File: config.mk
export PLATFORM = sky130hd
export DESIGN_NAME = rxcr_bank
export DESIGN_NICKNAME = d
export VERILOG_FILES = /design/src/design/rxcr_pkg.sv /design/src/design/rxcr_cfg_set.sv /design/src/design/rxcr_bank.sv
export VERILOG_INCLUDE_DIRS = /design/src /design/src/design
export SDC_FILE = /design/constraint.sdc
export NUM_CORES = 1
export LEC_CHECK = 0
export BUFFER_PORTS_ARGS = -buffer_cell sky130_fd_sc_hd__buf_2
export CAP_MARGIN = 20
export CORE_MARGIN = 8
export CORE_UTILIZATION = 40
export CTS_CLUSTER_DIAMETER = 100
export DETAILED_ROUTE_END_ITERATION = 10
export PLACE_DENSITY = 0.61
export SYNTH_ARGS = -nofsm -noshare
export SYNTH_HDL_FRONTEND = slang
export SYNTH_SLANG_ARGS = --single-unit
File: constraint.sdc
create_clock -name sys_clk -period 10.3 [get_ports sys_clk]
set_input_delay 1.545 -clock sys_clk [delete_from_list [all_inputs] [get_ports sys_clk]]
set_output_delay 1.545 -clock sys_clk [all_outputs]
set_load 0.02 [all_outputs]
File: src/design/rxcr_params.svh
// Offsets, field positions and reset values of the detector/recovery bank
`ifndef RXCR_PARAMS_SVH
`define RXCR_PARAMS_SVH

// ----------------------------------------
// Register indices (byte address = 4 x index)
// ----------------------------------------
`define RXCR_IDX_PROP_A 8'h73
`define RXCR_IDX_INTEG_A 8'h74
`define RXCR_IDX_RUNIN_A 8'h75
`define RXCR_IDX_SYNC_SEARCH_TIMEOUT_A 8'h76
`define RXCR_IDX_WIN_A 8'h77
`define RXCR_IDX_PROP_B 8'h93
`define RXCR_IDX_INTEG_B 8'h94
`define RXCR_IDX_RUNIN_B 8'h95
`define RXCR_IDX_SYNC_SEARCH_TIMEOUT_B 8'h96
`define RXCR_IDX_WIN_B 8'h97
`define RXCR_IDX_PSLC_A 8'hB4
`define RXCR_IDX_PSLC_B 8'hB5
`define RXCR_IDX_LOWLVL_A 8'hB6
`define RXCR_IDX_LOWLVL_B 8'hB7
`define RXCR_IDX_FACT_A 8'hB8
`define RXCR_IDX_FACT_B 8'hB9
`define RXCR_IDX_STATUS 8'hBA

// ----------------------------------------
// Field positions
// ----------------------------------------
`define RXCR_PSLC_OFF_BIT 7
`define RXCR_SRC_SEL_BIT 7
`define RXCR_MANUAL_BIT 6
`define RXCR_LOW_FACT_LSB 2

// ----------------------------------------
// Reset values and write masks
// ----------------------------------------
`define RXCR_RST_ZERO 8'h00
`define RXCR_RST_PSLC 8'h80
`define RXCR_RST_FACT 8'h0A
`define RXCR_MASK_FULL 8'hFF
`define RXCR_MASK_RUNIN 8'h03
`define RXCR_MASK_FACT 8'h0F

`endif

File: src/design/rxcr_pkg.sv
// Types shared by the detector/recovery configuration bank
package rxcr_pkg;
    // Slot of a register within one configuration set
    typedef enum logic [2:0] {
        RXCR_SLOT_PROP = 3'h0,
        RXCR_SLOT_INTEG = 3'h1,
        RXCR_SLOT_RUNIN = 3'h2,
        RXCR_SLOT_SYNC_SEARCH_TIMEOUT = 3'h3,
        RXCR_SLOT_WIN = 3'h4,
        RXCR_SLOT_PSLC = 3'h5,
        RXCR_SLOT_LOWLVL = 3'h6,
        RXCR_SLOT_FACT = 3'h7
    } rxcr_slot_t;

    // Noise detector selection
    typedef enum logic [1:0] {
        RXCR_ND_SQUELCH = 2'h0,
        RXCR_ND_NOISE = 2'h1,
        RXCR_ND_BOTH = 2'h2,
        RXCR_ND_LOW = 2'h3
    } rxcr_nd_sel_t;

    // Address decode result
    typedef struct packed {
        logic hit;
        logic status;
        logic set_b;
        rxcr_slot_t slot;
    } rxcr_dec_t;

    typedef logic [7:0] rxcr_byte_t;
endpackage

File: src/design/rxcr_cfg_set.sv
// One configuration set (copy A or B) of the bank
`timescale 1ns/10ps
`default_nettype none
`include "rxcr_params.svh"

module rxcr_cfg_set (
    // Clock and reset
    input wire logic sys_clk,
    input wire logic rst_b,
    // Write port
    input wire logic wr_en,
    input wire rxcr_pkg::rxcr_slot_t wr_slot,
    input wire rxcr_pkg::rxcr_byte_t wr_data,
    // Register contents
    output rxcr_pkg::rxcr_byte_t regs_q [8]
);
    import rxcr_pkg::*;

    // ----------------------------------------
    // Storage, one slot per register
    // ----------------------------------------
    for (genvar s = 0; s < 8; s++) begin : g_slot
        localparam rxcr_byte_t RST = (s == 5) ? `RXCR_RST_PSLC :
            (s == 7) ? `RXCR_RST_FACT : `RXCR_RST_ZERO;
        localparam rxcr_byte_t MASK = (s == 2) ? `RXCR_MASK_RUNIN :
            (s == 7) ? `RXCR_MASK_FACT : `RXCR_MASK_FULL;

        // Unused bits drop on write
        always_ff @(posedge sys_clk or negedge rst_b) begin
            if (!rst_b) begin
                regs_q[s] <= RST;
            end else if (wr_en && wr_slot == rxcr_slot_t'(s)) begin
                regs_q[s] <= wr_data & MASK;
            end
        end
    end
endmodule
`default_nettype wire

File: src/design/rxcr_bank.sv
// Detector and clock recovery configuration bank with APB access
// ----------------------------------------
// Summary of operation
// - Two copies A and B of each register except status, at their own addresses.
// - Pre-slicer off bit 7 set disables it, default; clear enables.
// - Source bit 7 picks ASK noise or low-level signal for status.
// - Source bit set makes low level readable through noise status.
// - Manual bit 6 picks factor register, else data-rate automatic factor.
// - Low threshold acts only with noise selection 11b.
// - Low range factor codes divide by 2, 4, 6, 8; default 10b.
// - Main range factor codes divide by 4, 6, 8, 10; default 10b.
// - Detector value is divided by the chosen factor before comparing.
// - Run-in field bits 1:0 sets run-in length; 01b is 3.5 bits.
// - Sync search timeout counts sixteenths of a bit.
// - Violation window length counts sixteenths of a bit.
// - Selection 11b gates noise detect by low threshold exceeded.
// ----------------------------------------
`timescale 1ns/10ps
`default_nettype none
`include "rxcr_params.svh"

module rxcr_bank (
    // Clock and reset
    input wire logic sys_clk,
    input wire logic rst_b,
    // APB slave
    input wire logic psel,
    input wire logic penable,
    input wire logic pwrite,
    input wire logic [11:0] paddr,
    input wire logic [31:0] pwdata,
    output logic [31:0] prdata,
    output logic pready,
    output logic pslverr,
    // Receiver context
    input wire logic set_sel,
    input wire rxcr_pkg::rxcr_nd_sel_t nd_sel,
    input wire logic [1:0] auto_range_factor,
    // Detector inputs
    input wire rxcr_pkg::rxcr_byte_t sig_det_level,
    input wire rxcr_pkg::rxcr_byte_t low_det_level,
    input wire rxcr_pkg::rxcr_byte_t ask_noise_power,
    input wire logic fsk_noise_det,
    // Detector results
    output rxcr_pkg::rxcr_byte_t main_level_scaled,
    output rxcr_pkg::rxcr_byte_t low_level_scaled,
    output logic low_level_exceeded,
    output logic fsk_noise_valid,
    // Pre-slicer settings
    output logic pre_slicer_enable,
    output logic [1:0] pre_slicer_hysteresis,
    output logic [4:0] pre_slicer_threshold,
    // Clock recovery settings
    output logic [1:0] peak_slew_rate,
    output logic [1:0] phase_error_tolerance,
    output logic [1:0] proportional_value,
    output logic [1:0] proportional_saturation,
    output logic [1:0] correlator_saturation,
    output logic [1:0] loop_filter_saturation,
    output logic [1:0] integral_value,
    output logic [1:0] integral_saturation,
    output logic [1:0] runin_length,
    // Frame synchronizer settings
    output rxcr_pkg::rxcr_byte_t sync_search_timeout,
    output rxcr_pkg::rxcr_byte_t violation_window_length
);
    import rxcr_pkg::*;

    // ----------------------------------------
    // Decode helpers
    // ----------------------------------------
    // Map a word index onto set and slot
    function automatic rxcr_dec_t decode(input logic [11:0] a);
        rxcr_dec_t d;
        d = '0;
        d.hit = (a[1:0] == 2'h0) && (a[11:10] == 2'h0);
        case (a[9:2])
            `RXCR_IDX_PROP_A: d.slot = RXCR_SLOT_PROP;
            `RXCR_IDX_INTEG_A: d.slot = RXCR_SLOT_INTEG;
            `RXCR_IDX_RUNIN_A: d.slot = RXCR_SLOT_RUNIN;
            `RXCR_IDX_SYNC_SEARCH_TIMEOUT_A: d.slot = RXCR_SLOT_SYNC_SEARCH_TIMEOUT;
            `RXCR_IDX_WIN_A: d.slot = RXCR_SLOT_WIN;
            `RXCR_IDX_PSLC_A: d.slot = RXCR_SLOT_PSLC;
            `RXCR_IDX_LOWLVL_A: d.slot = RXCR_SLOT_LOWLVL;
            `RXCR_IDX_FACT_A: d.slot = RXCR_SLOT_FACT;
            `RXCR_IDX_PROP_B: begin
                d.set_b = 1'b1;
                d.slot = RXCR_SLOT_PROP;
            end
            `RXCR_IDX_INTEG_B: begin
                d.set_b = 1'b1;
                d.slot = RXCR_SLOT_INTEG;
            end
            `RXCR_IDX_RUNIN_B: begin
                d.set_b = 1'b1;
                d.slot = RXCR_SLOT_RUNIN;
            end
            `RXCR_IDX_SYNC_SEARCH_TIMEOUT_B: begin
                d.set_b = 1'b1;
                d.slot = RXCR_SLOT_SYNC_SEARCH_TIMEOUT;
            end
            `RXCR_IDX_WIN_B: begin
                d.set_b = 1'b1;
                d.slot = RXCR_SLOT_WIN;
            end
            `RXCR_IDX_PSLC_B: begin
                d.set_b = 1'b1;
                d.slot = RXCR_SLOT_PSLC;
            end
            `RXCR_IDX_LOWLVL_B: begin
                d.set_b = 1'b1;
                d.slot = RXCR_SLOT_LOWLVL;
            end
            `RXCR_IDX_FACT_B: begin
                d.set_b = 1'b1;
                d.slot = RXCR_SLOT_FACT;
            end
            `RXCR_IDX_STATUS: d.status = d.hit;
            default: d.hit = 1'b0;
        endcase
        return d;
    endfunction

    // Main range: 4, 6, 8, 10
    function automatic rxcr_byte_t div_main(input rxcr_byte_t v,
                                            input logic [1:0] c);
        case (c)
            2'h0: return v / 8'h04;
            2'h1: return v / 8'h06;
            2'h2: return v / 8'h08;
            default: return v / 8'h0A;
        endcase
    endfunction

    // Low range: 2, 4, 6, 8
    function automatic rxcr_byte_t div_low(input rxcr_byte_t v,
                                           input logic [1:0] c);
        case (c)
            2'h0: return v / 8'h02;
            2'h1: return v / 8'h04;
            2'h2: return v / 8'h06;
            default: return v / 8'h08;
        endcase
    endfunction

    // ----------------------------------------
    // APB access
    // ----------------------------------------
    rxcr_dec_t dec;
    logic wr_fire;
    rxcr_byte_t regs [2][8];
    rxcr_byte_t status_val;
    logic [31:0] prdata_q;
    logic pslverr_q;

    // Decode and write strobe
    assign dec = decode(paddr);
    assign wr_fire = psel && penable && pwrite && dec.hit && !dec.status;
    assign pready = psel && penable;
    assign prdata = prdata_q;
    assign pslverr = pslverr_q;

    // Answer prepared during the setup cycle
    always_ff @(posedge sys_clk or negedge rst_b) begin
        if (!rst_b) begin
            prdata_q <= 32'h0000_0000;
            pslverr_q <= 1'b0;
        end else if (psel && !penable) begin
            pslverr_q <= !dec.hit || (pwrite && dec.status);
            if (!pwrite && dec.status) begin
                prdata_q <= {24'h00_0000, status_val};
            end else begin
                prdata_q <= 32'h0000_0000;
            end
        end
    end

    // ----------------------------------------
    // Two independent register copies
    // ----------------------------------------
    for (genvar g = 0; g < 2; g++) begin : g_set
        rxcr_cfg_set u_set (
            .sys_clk(sys_clk),
            .rst_b(rst_b),
            .wr_en(wr_fire && (dec.set_b == 1'(g))),
            .wr_slot(dec.slot),
            .wr_data(pwdata[7:0]),
            .regs_q(regs[g])
        );
    end

    // ----------------------------------------
    // Active set and detector scaling
    // ----------------------------------------
    rxcr_byte_t act_pslc, act_low, act_fact;
    logic [1:0] main_code;
    rxcr_byte_t main_div, low_div;
    logic low_exc;

    // Active set chosen by the receiver
    assign act_pslc = regs[set_sel][RXCR_SLOT_PSLC];
    assign act_low = regs[set_sel][RXCR_SLOT_LOWLVL];
    assign act_fact = regs[set_sel][RXCR_SLOT_FACT];

    // Range factor source and division
    assign main_code = act_low[`RXCR_MANUAL_BIT] ?
        act_fact[1:0] : auto_range_factor;
    assign main_div = div_main(sig_det_level, main_code);
    assign low_div = div_low(low_det_level,
        act_fact[`RXCR_LOW_FACT_LSB +: 2]);
    assign low_exc = (nd_sel == RXCR_ND_LOW) &&
        (low_div > {2'h0, act_low[5:0]});

    // Noise status source
    assign status_val = act_low[`RXCR_SRC_SEL_BIT] ?
        low_div : ask_noise_power;

    // Registered detector results
    always_ff @(posedge sys_clk or negedge rst_b) begin
        if (!rst_b) begin
            main_level_scaled <= 8'h00;
            low_level_scaled <= 8'h00;
            low_level_exceeded <= 1'b0;
            fsk_noise_valid <= 1'b0;
        end else begin
            main_level_scaled <= main_div;
            low_level_scaled <= low_div;
            low_level_exceeded <= low_exc;
            case (nd_sel)
                RXCR_ND_SQUELCH: fsk_noise_valid <= 1'b0;
                RXCR_ND_LOW: fsk_noise_valid <= fsk_noise_det && low_exc;
                default: fsk_noise_valid <= fsk_noise_det;
            endcase
        end
    end

    // ----------------------------------------
    // Registered configuration outputs
    // ----------------------------------------
    rxcr_byte_t act_prop, act_integ;
    assign act_prop = regs[set_sel][RXCR_SLOT_PROP];
    assign act_integ = regs[set_sel][RXCR_SLOT_INTEG];

    // Pre-slicer fields
    always_ff @(posedge sys_clk or negedge rst_b) begin
        if (!rst_b) begin
            pre_slicer_enable <= 1'b0;
            pre_slicer_hysteresis <= 2'h0;
            pre_slicer_threshold <= 5'h00;
        end else begin
            pre_slicer_enable <= !act_pslc[`RXCR_PSLC_OFF_BIT];
            pre_slicer_hysteresis <= act_pslc[6:5];
            pre_slicer_threshold <= act_pslc[4:0];
        end
    end

    // Clock recovery and framer fields
    always_ff @(posedge sys_clk or negedge rst_b) begin
        if (!rst_b) begin
            peak_slew_rate <= 2'h0;
            phase_error_tolerance <= 2'h0;
            proportional_value <= 2'h0;
            proportional_saturation <= 2'h0;
            correlator_saturation <= 2'h0;
            loop_filter_saturation <= 2'h0;
            integral_value <= 2'h0;
            integral_saturation <= 2'h0;
            runin_length <= 2'h0;
            sync_search_timeout <= 8'h00;
            violation_window_length <= 8'h00;
        end else begin
            peak_slew_rate <= act_prop[7:6];
            phase_error_tolerance <= act_prop[5:4];
            proportional_value <= act_prop[3:2];
            proportional_saturation <= act_prop[1:0];
            correlator_saturation <= act_integ[7:6];
            loop_filter_saturation <= act_integ[5:4];
            integral_value <= act_integ[3:2];
            integral_saturation <= act_integ[1:0];
            runin_length <= regs[set_sel][RXCR_SLOT_RUNIN][1:0];
            sync_search_timeout <= regs[set_sel][RXCR_SLOT_SYNC_SEARCH_TIMEOUT];
            violation_window_length <= regs[set_sel][RXCR_SLOT_WIN];
        end
    end
endmodule
`default_nettype wire

# After elaboration in Yosys (flattened, before gate mapping)
# Index checks and enable logic that the tools add are counted.
word_totals:
  register_bits: 201
  inputBits: 79
  output_inout_bits: 94
  word_cells: 134
op_classes:
  div: 3
  magnitude_cmp: 2
  n_eq_ne: 29
  n_mux: 13
  bitwise: 2
  reduce_logical: 49
op_table:
  columns: ["operator", "n"]
  rows:
  - ["2-to-1 mux 64 bit", 3]
  - ["== test 8 bit, second input constant", 12]
  - ["case mux 8 bit (3 select lines)", 2]
  - ["== test 8 x 7 -> 1 bit, second input constant", 5]
  - ["logical AND 1 bit", 28]
  - ["case mux 3 bit (7 select lines)", 1]
  - ["OR reduction 17 bit", 1]
  - ["divider 8 x 3 -> 8 bit, second input constant", 2]
  - ["2-to-1 mux 8 bit", 2]
  - ["OR reduction 2 bit", 7]
  - ["== test 3 bit, second input constant", 4]
  - ["logical NOT 2 bit", 5]
  - ["divider 8 x 4 -> 8 bit, second input constant", 1]
  - ["greater-than comparator 8 x 6 -> 1 bit", 1]
  - ["OR reduction 8 bit", 1]
  - ["== test 2 bit, second input constant", 3]
  - ["== test 3 x 2 -> 1 bit, second input constant", 2]
  - ["logical NOT 1 bit", 5]
  - ["== test 2 x 1 -> 1 bit, second input constant", 2]
  - ["== test 3 x 1 -> 1 bit, second input constant", 1]
  - ["logical NOT 3 bit", 1]
  - ["2-to-1 mux 1 bit", 3]
  - [">= comparator 2 bit, second input constant", 1]
  - ["2-to-1 mux 2 bit", 1]
  - ["4 further kinds", 4]

# Logic depth before layout (Yosys ltp)
logic_depth:
  word_depth: 10
  ltp_mapped: 44

# Modules after synthesis
# From an unflattened synthesis, not the netlist that was laid out.
unflattened:
  cells_unflattened: 711
  hier_area_um2: 8762.2
by_module_without_submodules:
  columns: ["mod", "n_inst", "cells_per_inst", "area_each_um2", "seq_area_each_um2"]
  rows:
  - ["rxcr_bank", 1, 445, 4423.0, 1651.6]
  - ["rxcr_cfg_set", 2, 133, 2169.6, 1355.0]

# Worst setup path after synthesis
# OpenSTA, ideal clock, no wires.
synth_path:
  path_kind: "in2reg"
  start: "input set_sel"
  end: "register main_level_scaled[0]"
  arrival_time_ps: 10494
  setup_slack_ps: -313
  cell_stages: 40
  path_buffers: 1
  cell_sequence: "buf_6 mux2_2 o211ai_1 inv_1 ha_1 nor4b_1 a21oi_1 nor3_1 o21ai_0 a221oi_1 ha_1 a21o_1 o31ai_1 ha_1 inv_1 o21bai_1 a31oi_1 xnor2_1 (+4 left out) nor2_1 mux2_2 nor2_4 xor2_1 ha_1 a21oi_1 inv_1 a21oi_1 nand3_1 a211oi_2 mux2_4 ha_1 a21oi_1 nand2_1 a221oi_1 nand2_1 o41a_1 o21a_1"
synth_rtl:
  columns: ["item", "line_no", "source"]
  rows:
  - ["start, declared", "rxcr_bank.sv:36", "input wire logic set_sel,"]
  - ["end signal, assigned", "rxcr_bank.sv:226", "main_level_scaled <= main_div;"]
  - ["end, declared", "rxcr_bank.sv:45", "output rxcr_pkg::rxcr_byte_t main_level_scaled,"]

==> results.toml <==
[cts]
cts_tree = "built"
postCtsHoldBufs = 0
clk_latency_ns = 0.43
cts-root-buf = "clkbuf_16"
cts_max_path_buffers = 2
postCtsSetupBuffers = 0
clk_pin_slew_ns = 0.07
numCtsBuffers = 17
htree_levels = 4
cts.sinks = 174

[power_and_ir_drop]
power_density_nw_per_um2 = 172
peakVddDrop_mv = 0.111
p_leak_nw = 5.30
p_total_mw = 1.77

[detailed_routing]
drc = 0
wl_met3_um = 1190
post_drt_wl_per_cell_um = 17.8
ant_nets = 0
top_layer = "met5"
drt-met1-wl_um = 9020
wl_um = 20100
drt-initial-drc-count = 254
via_per_inst = 5.16
num_vias = 5826
dr_wl_met2_um = 9670
dr.pass1.iters = 5

[sta]
skew_ns = 0.00979
worst_pin_slew_ns = 1.08
max-slew-margin-rel_pct = 27.4
fmax_mhz = 104
final.min_clock_period_ns = 9.65
finalSetupTns_ns = 0
finalSetupViolations = 0
fin_crit_sh_pct = 93.6
worst_slack_ns = 0.654
final-hold-violation-count = 0
grt_setup_unrepaired = "no"
drv_slew = 0

[floorplanning]
die_height_um = 163
fp-row-count = 53
die_w_um = 163
start_util_pct = 40.9
dieArea_um2 = 26500
fp.coreArea_um2 = 21100
io_pins = 173

[critical_path]
worstPathRequired_ns = 10.62
crit_type = "input port to register"
cpMaxStageDelayCell = "or4bb_1"
crit-reg2reg-launch = "g_set[0].u_set.regs_q[0]$_DFFE_PN0P_"
cp_max_fo = 6
startpoint_type = "input port"
slowest_delay_ns = 0.51
path_buf_inv = 6
crit_path_frequent_cell = "ha_1"
critPathArrivalTime_ns = 9.96
crit_start = "set_sel"
cp-end-kind = "register"
cpLargestDelayFamily = "compound AO/OA/AOI/OAI gates"

[final_layout]
layout-drive-gt1-share_pct = 44.1
fillCellCount = 1939
multi_input_area_um2 = 4020
final_nets = 937
area_delta_synth_final_pct = 19.2
final_core_util_pct = 48.7
instances_no_fill = 1128
regArea_um2 = 4360

[synthesis]
syn-mean-instance-area_um2 = 12.3
synth_area_leaders = "dfrtp_1, mux2_2, mux2i_1"
yosysWarnings = 0
syn_area_um2 = 8610
synth-edff-count = 0
synth_commonest_cells = "dfrtp_1, mux2_2, nand2_1, buf_4, mux2i_1"
ys_seq_area_share_pct = 50.6
synth-seq-cells = 174
yosysTopAreaCell = "dfrtp_1"
synth.distinct_cells = 67
synth_cells = 700
synth.top_cell.area_share_pct = 48.8
synth.most_common_cell = "dfrtp_1"
synth-main-ff-cell = "dfrtp_1"
async_flop_share_pct = 100

[grt]
grt_pass1_vias = 5922
grt_antenna_before_repair = 1
track_usage_pct = 15.3
grt_max_degree = 96
grt_pass1_wl_um = 32100
overflow = 0

[placement]
gp_congestion = 0.811
place_ws_ns = 0.0662
dp_hpwl_um = 14100
port_buffers = 120
dp_cells = 1094

[job]
maxCapViolCount = 0

[hold_path]
hold_path_class = "register to register"
hold_path_startpoint = "prdata[5]$_DFFE_PN0P_"

[run_status]
status = "finished clean"
worst paths after layout:
kind                                                         end  slack (ns)  depth (start not counted)
max reg2reg                       main_level_scaled[0]$_DFF_PN0_        1.53                         42
max                               main_level_scaled[0]$_DFF_PN0_        0.65                         43
min in group asynchronous  g_set[0].u_set.regs_q[20]$_DFFE_PN0P_        1.17                          1
max in group asynchronous  g_set[1].u_set.regs_q[23]$_DFFE_PN1P_        7.79                          3
min                                        prdata[5]$_DFFE_PN0P_        0.48                          2
min reg2reg                                prdata[5]$_DFFE_PN0P_        0.48                          2
state kept, by name, indices dropped and copies added, names as in the netlist, 2 cells and up:
name,cells
runin_length,2
pre_slicer_threshold,5
proportional_value,2
sync_search_timeout,8
g_set.u_set.regs_q,108
correlator_saturation,2
integral_value,2
violation_window_length,8
main_level_scaled,6
pre_slicer_hysteresis,2
integral_saturation,2
prdata,8
peak_slew_rate,2
proportional_saturation,2
phase_error_tolerance,2
low_level_scaled,7
loop_filter_saturation,2
metal layers:
| metal | vias up | global-route usage [%] |
|---|---|---|
| met4 | 2 | 3.59 |
| met2 | 137 | 25.2 |
| met5 | - | 0 |
| met3 | 15 | 4.35 |
| li1 | 2762 | - |
| met1 | 2910 | 19.7 |
kinds of logic after synthesis:
logic type                 count (synthesis)  synth area share, %
muxes                                    183                 23.7
DFF                                      174                 50.6
and+or+nand+nor                          134                 8.74
AOI/OAI and AO/OA                        103                 8.16
buffers and inverters                     71                 4.47
adders and majority gates                 19                 2.76
xor gates and xnor gates                  15                 1.53
other                                      1               0.0435
cell usage in the layout (no fill, tap or decap), drive strengths merged, types with 3 or more instances in the layout:
cell,count
a221oi,4
inv,19
nand3,13
a21o,8
nor4,3
nand2,35
clkbuf,17
and2,5
mux2i,27
o31ai,3
nor2,25
o21ai,22
xnor2,6
mux2,156
dfstp,6
nor2b,3
clkinv,5
buf,153
a21oi,23
o22ai,7
nand2b,11
a31oi,6
conb,27
a211oi,5
or4,5
dfrtp,168
ha,19
nand4,4
nor3,13
o21a,6
xor2,9
where the power goes:
group	internal (mW)	switching [mW]	total [mW]	leakage, nW
Clock	0.370	0.302	0.672	0.300
Combinational	0.181	0.221	0.401	2.63
Sequential	0.693	0.00236	0.695	2.37
Total	1.24	0.525	1.77	5.30
worst reg2reg max path: cells and delay by family, from the launching register on:
family / cells / cell delay (ns)
AO/OA/AOI/OAI: 18 / 3.46
adder cells (fa/ha/maj): 6 / 1.72
AND/OR/NAND/NOR: 9 / 1.68
buffers and inverters: 5 / 0.57
multiplexers: 2 / 0.51
flip-flops: 1 / 0.38
XOR/XNOR: 2 / 0.33
cell type report:
type	instances	area share, %
repair buffers	153	8.55
well taps	275	3.35
flip-flops and latches	174	42.5
clock inverters	15	1.86
multi-input cells	481	39.1
clock buffers	17	4.14
inverters	12	0.439
diodes	1	0.0244
per-stage QoR:
step | hold WS, ns | cell area (µm²)
after floorplan | 0.475 | 8760
after detailed placement | 0.470 | 9610
after global placement | 0.461 | 9610
final | 0.477 | 10300
after CTS | 0.487 | 10200
after global routing | 0.515 | 10300
what timing repair did:
item                                    in CTS  in global routing
endpoints found under the setup margin       0                  1
gates resized for setup                      0                  3
endpoints found under the hold margin        0                  0
Note: power is estimated with default switching activity, not from simulation.
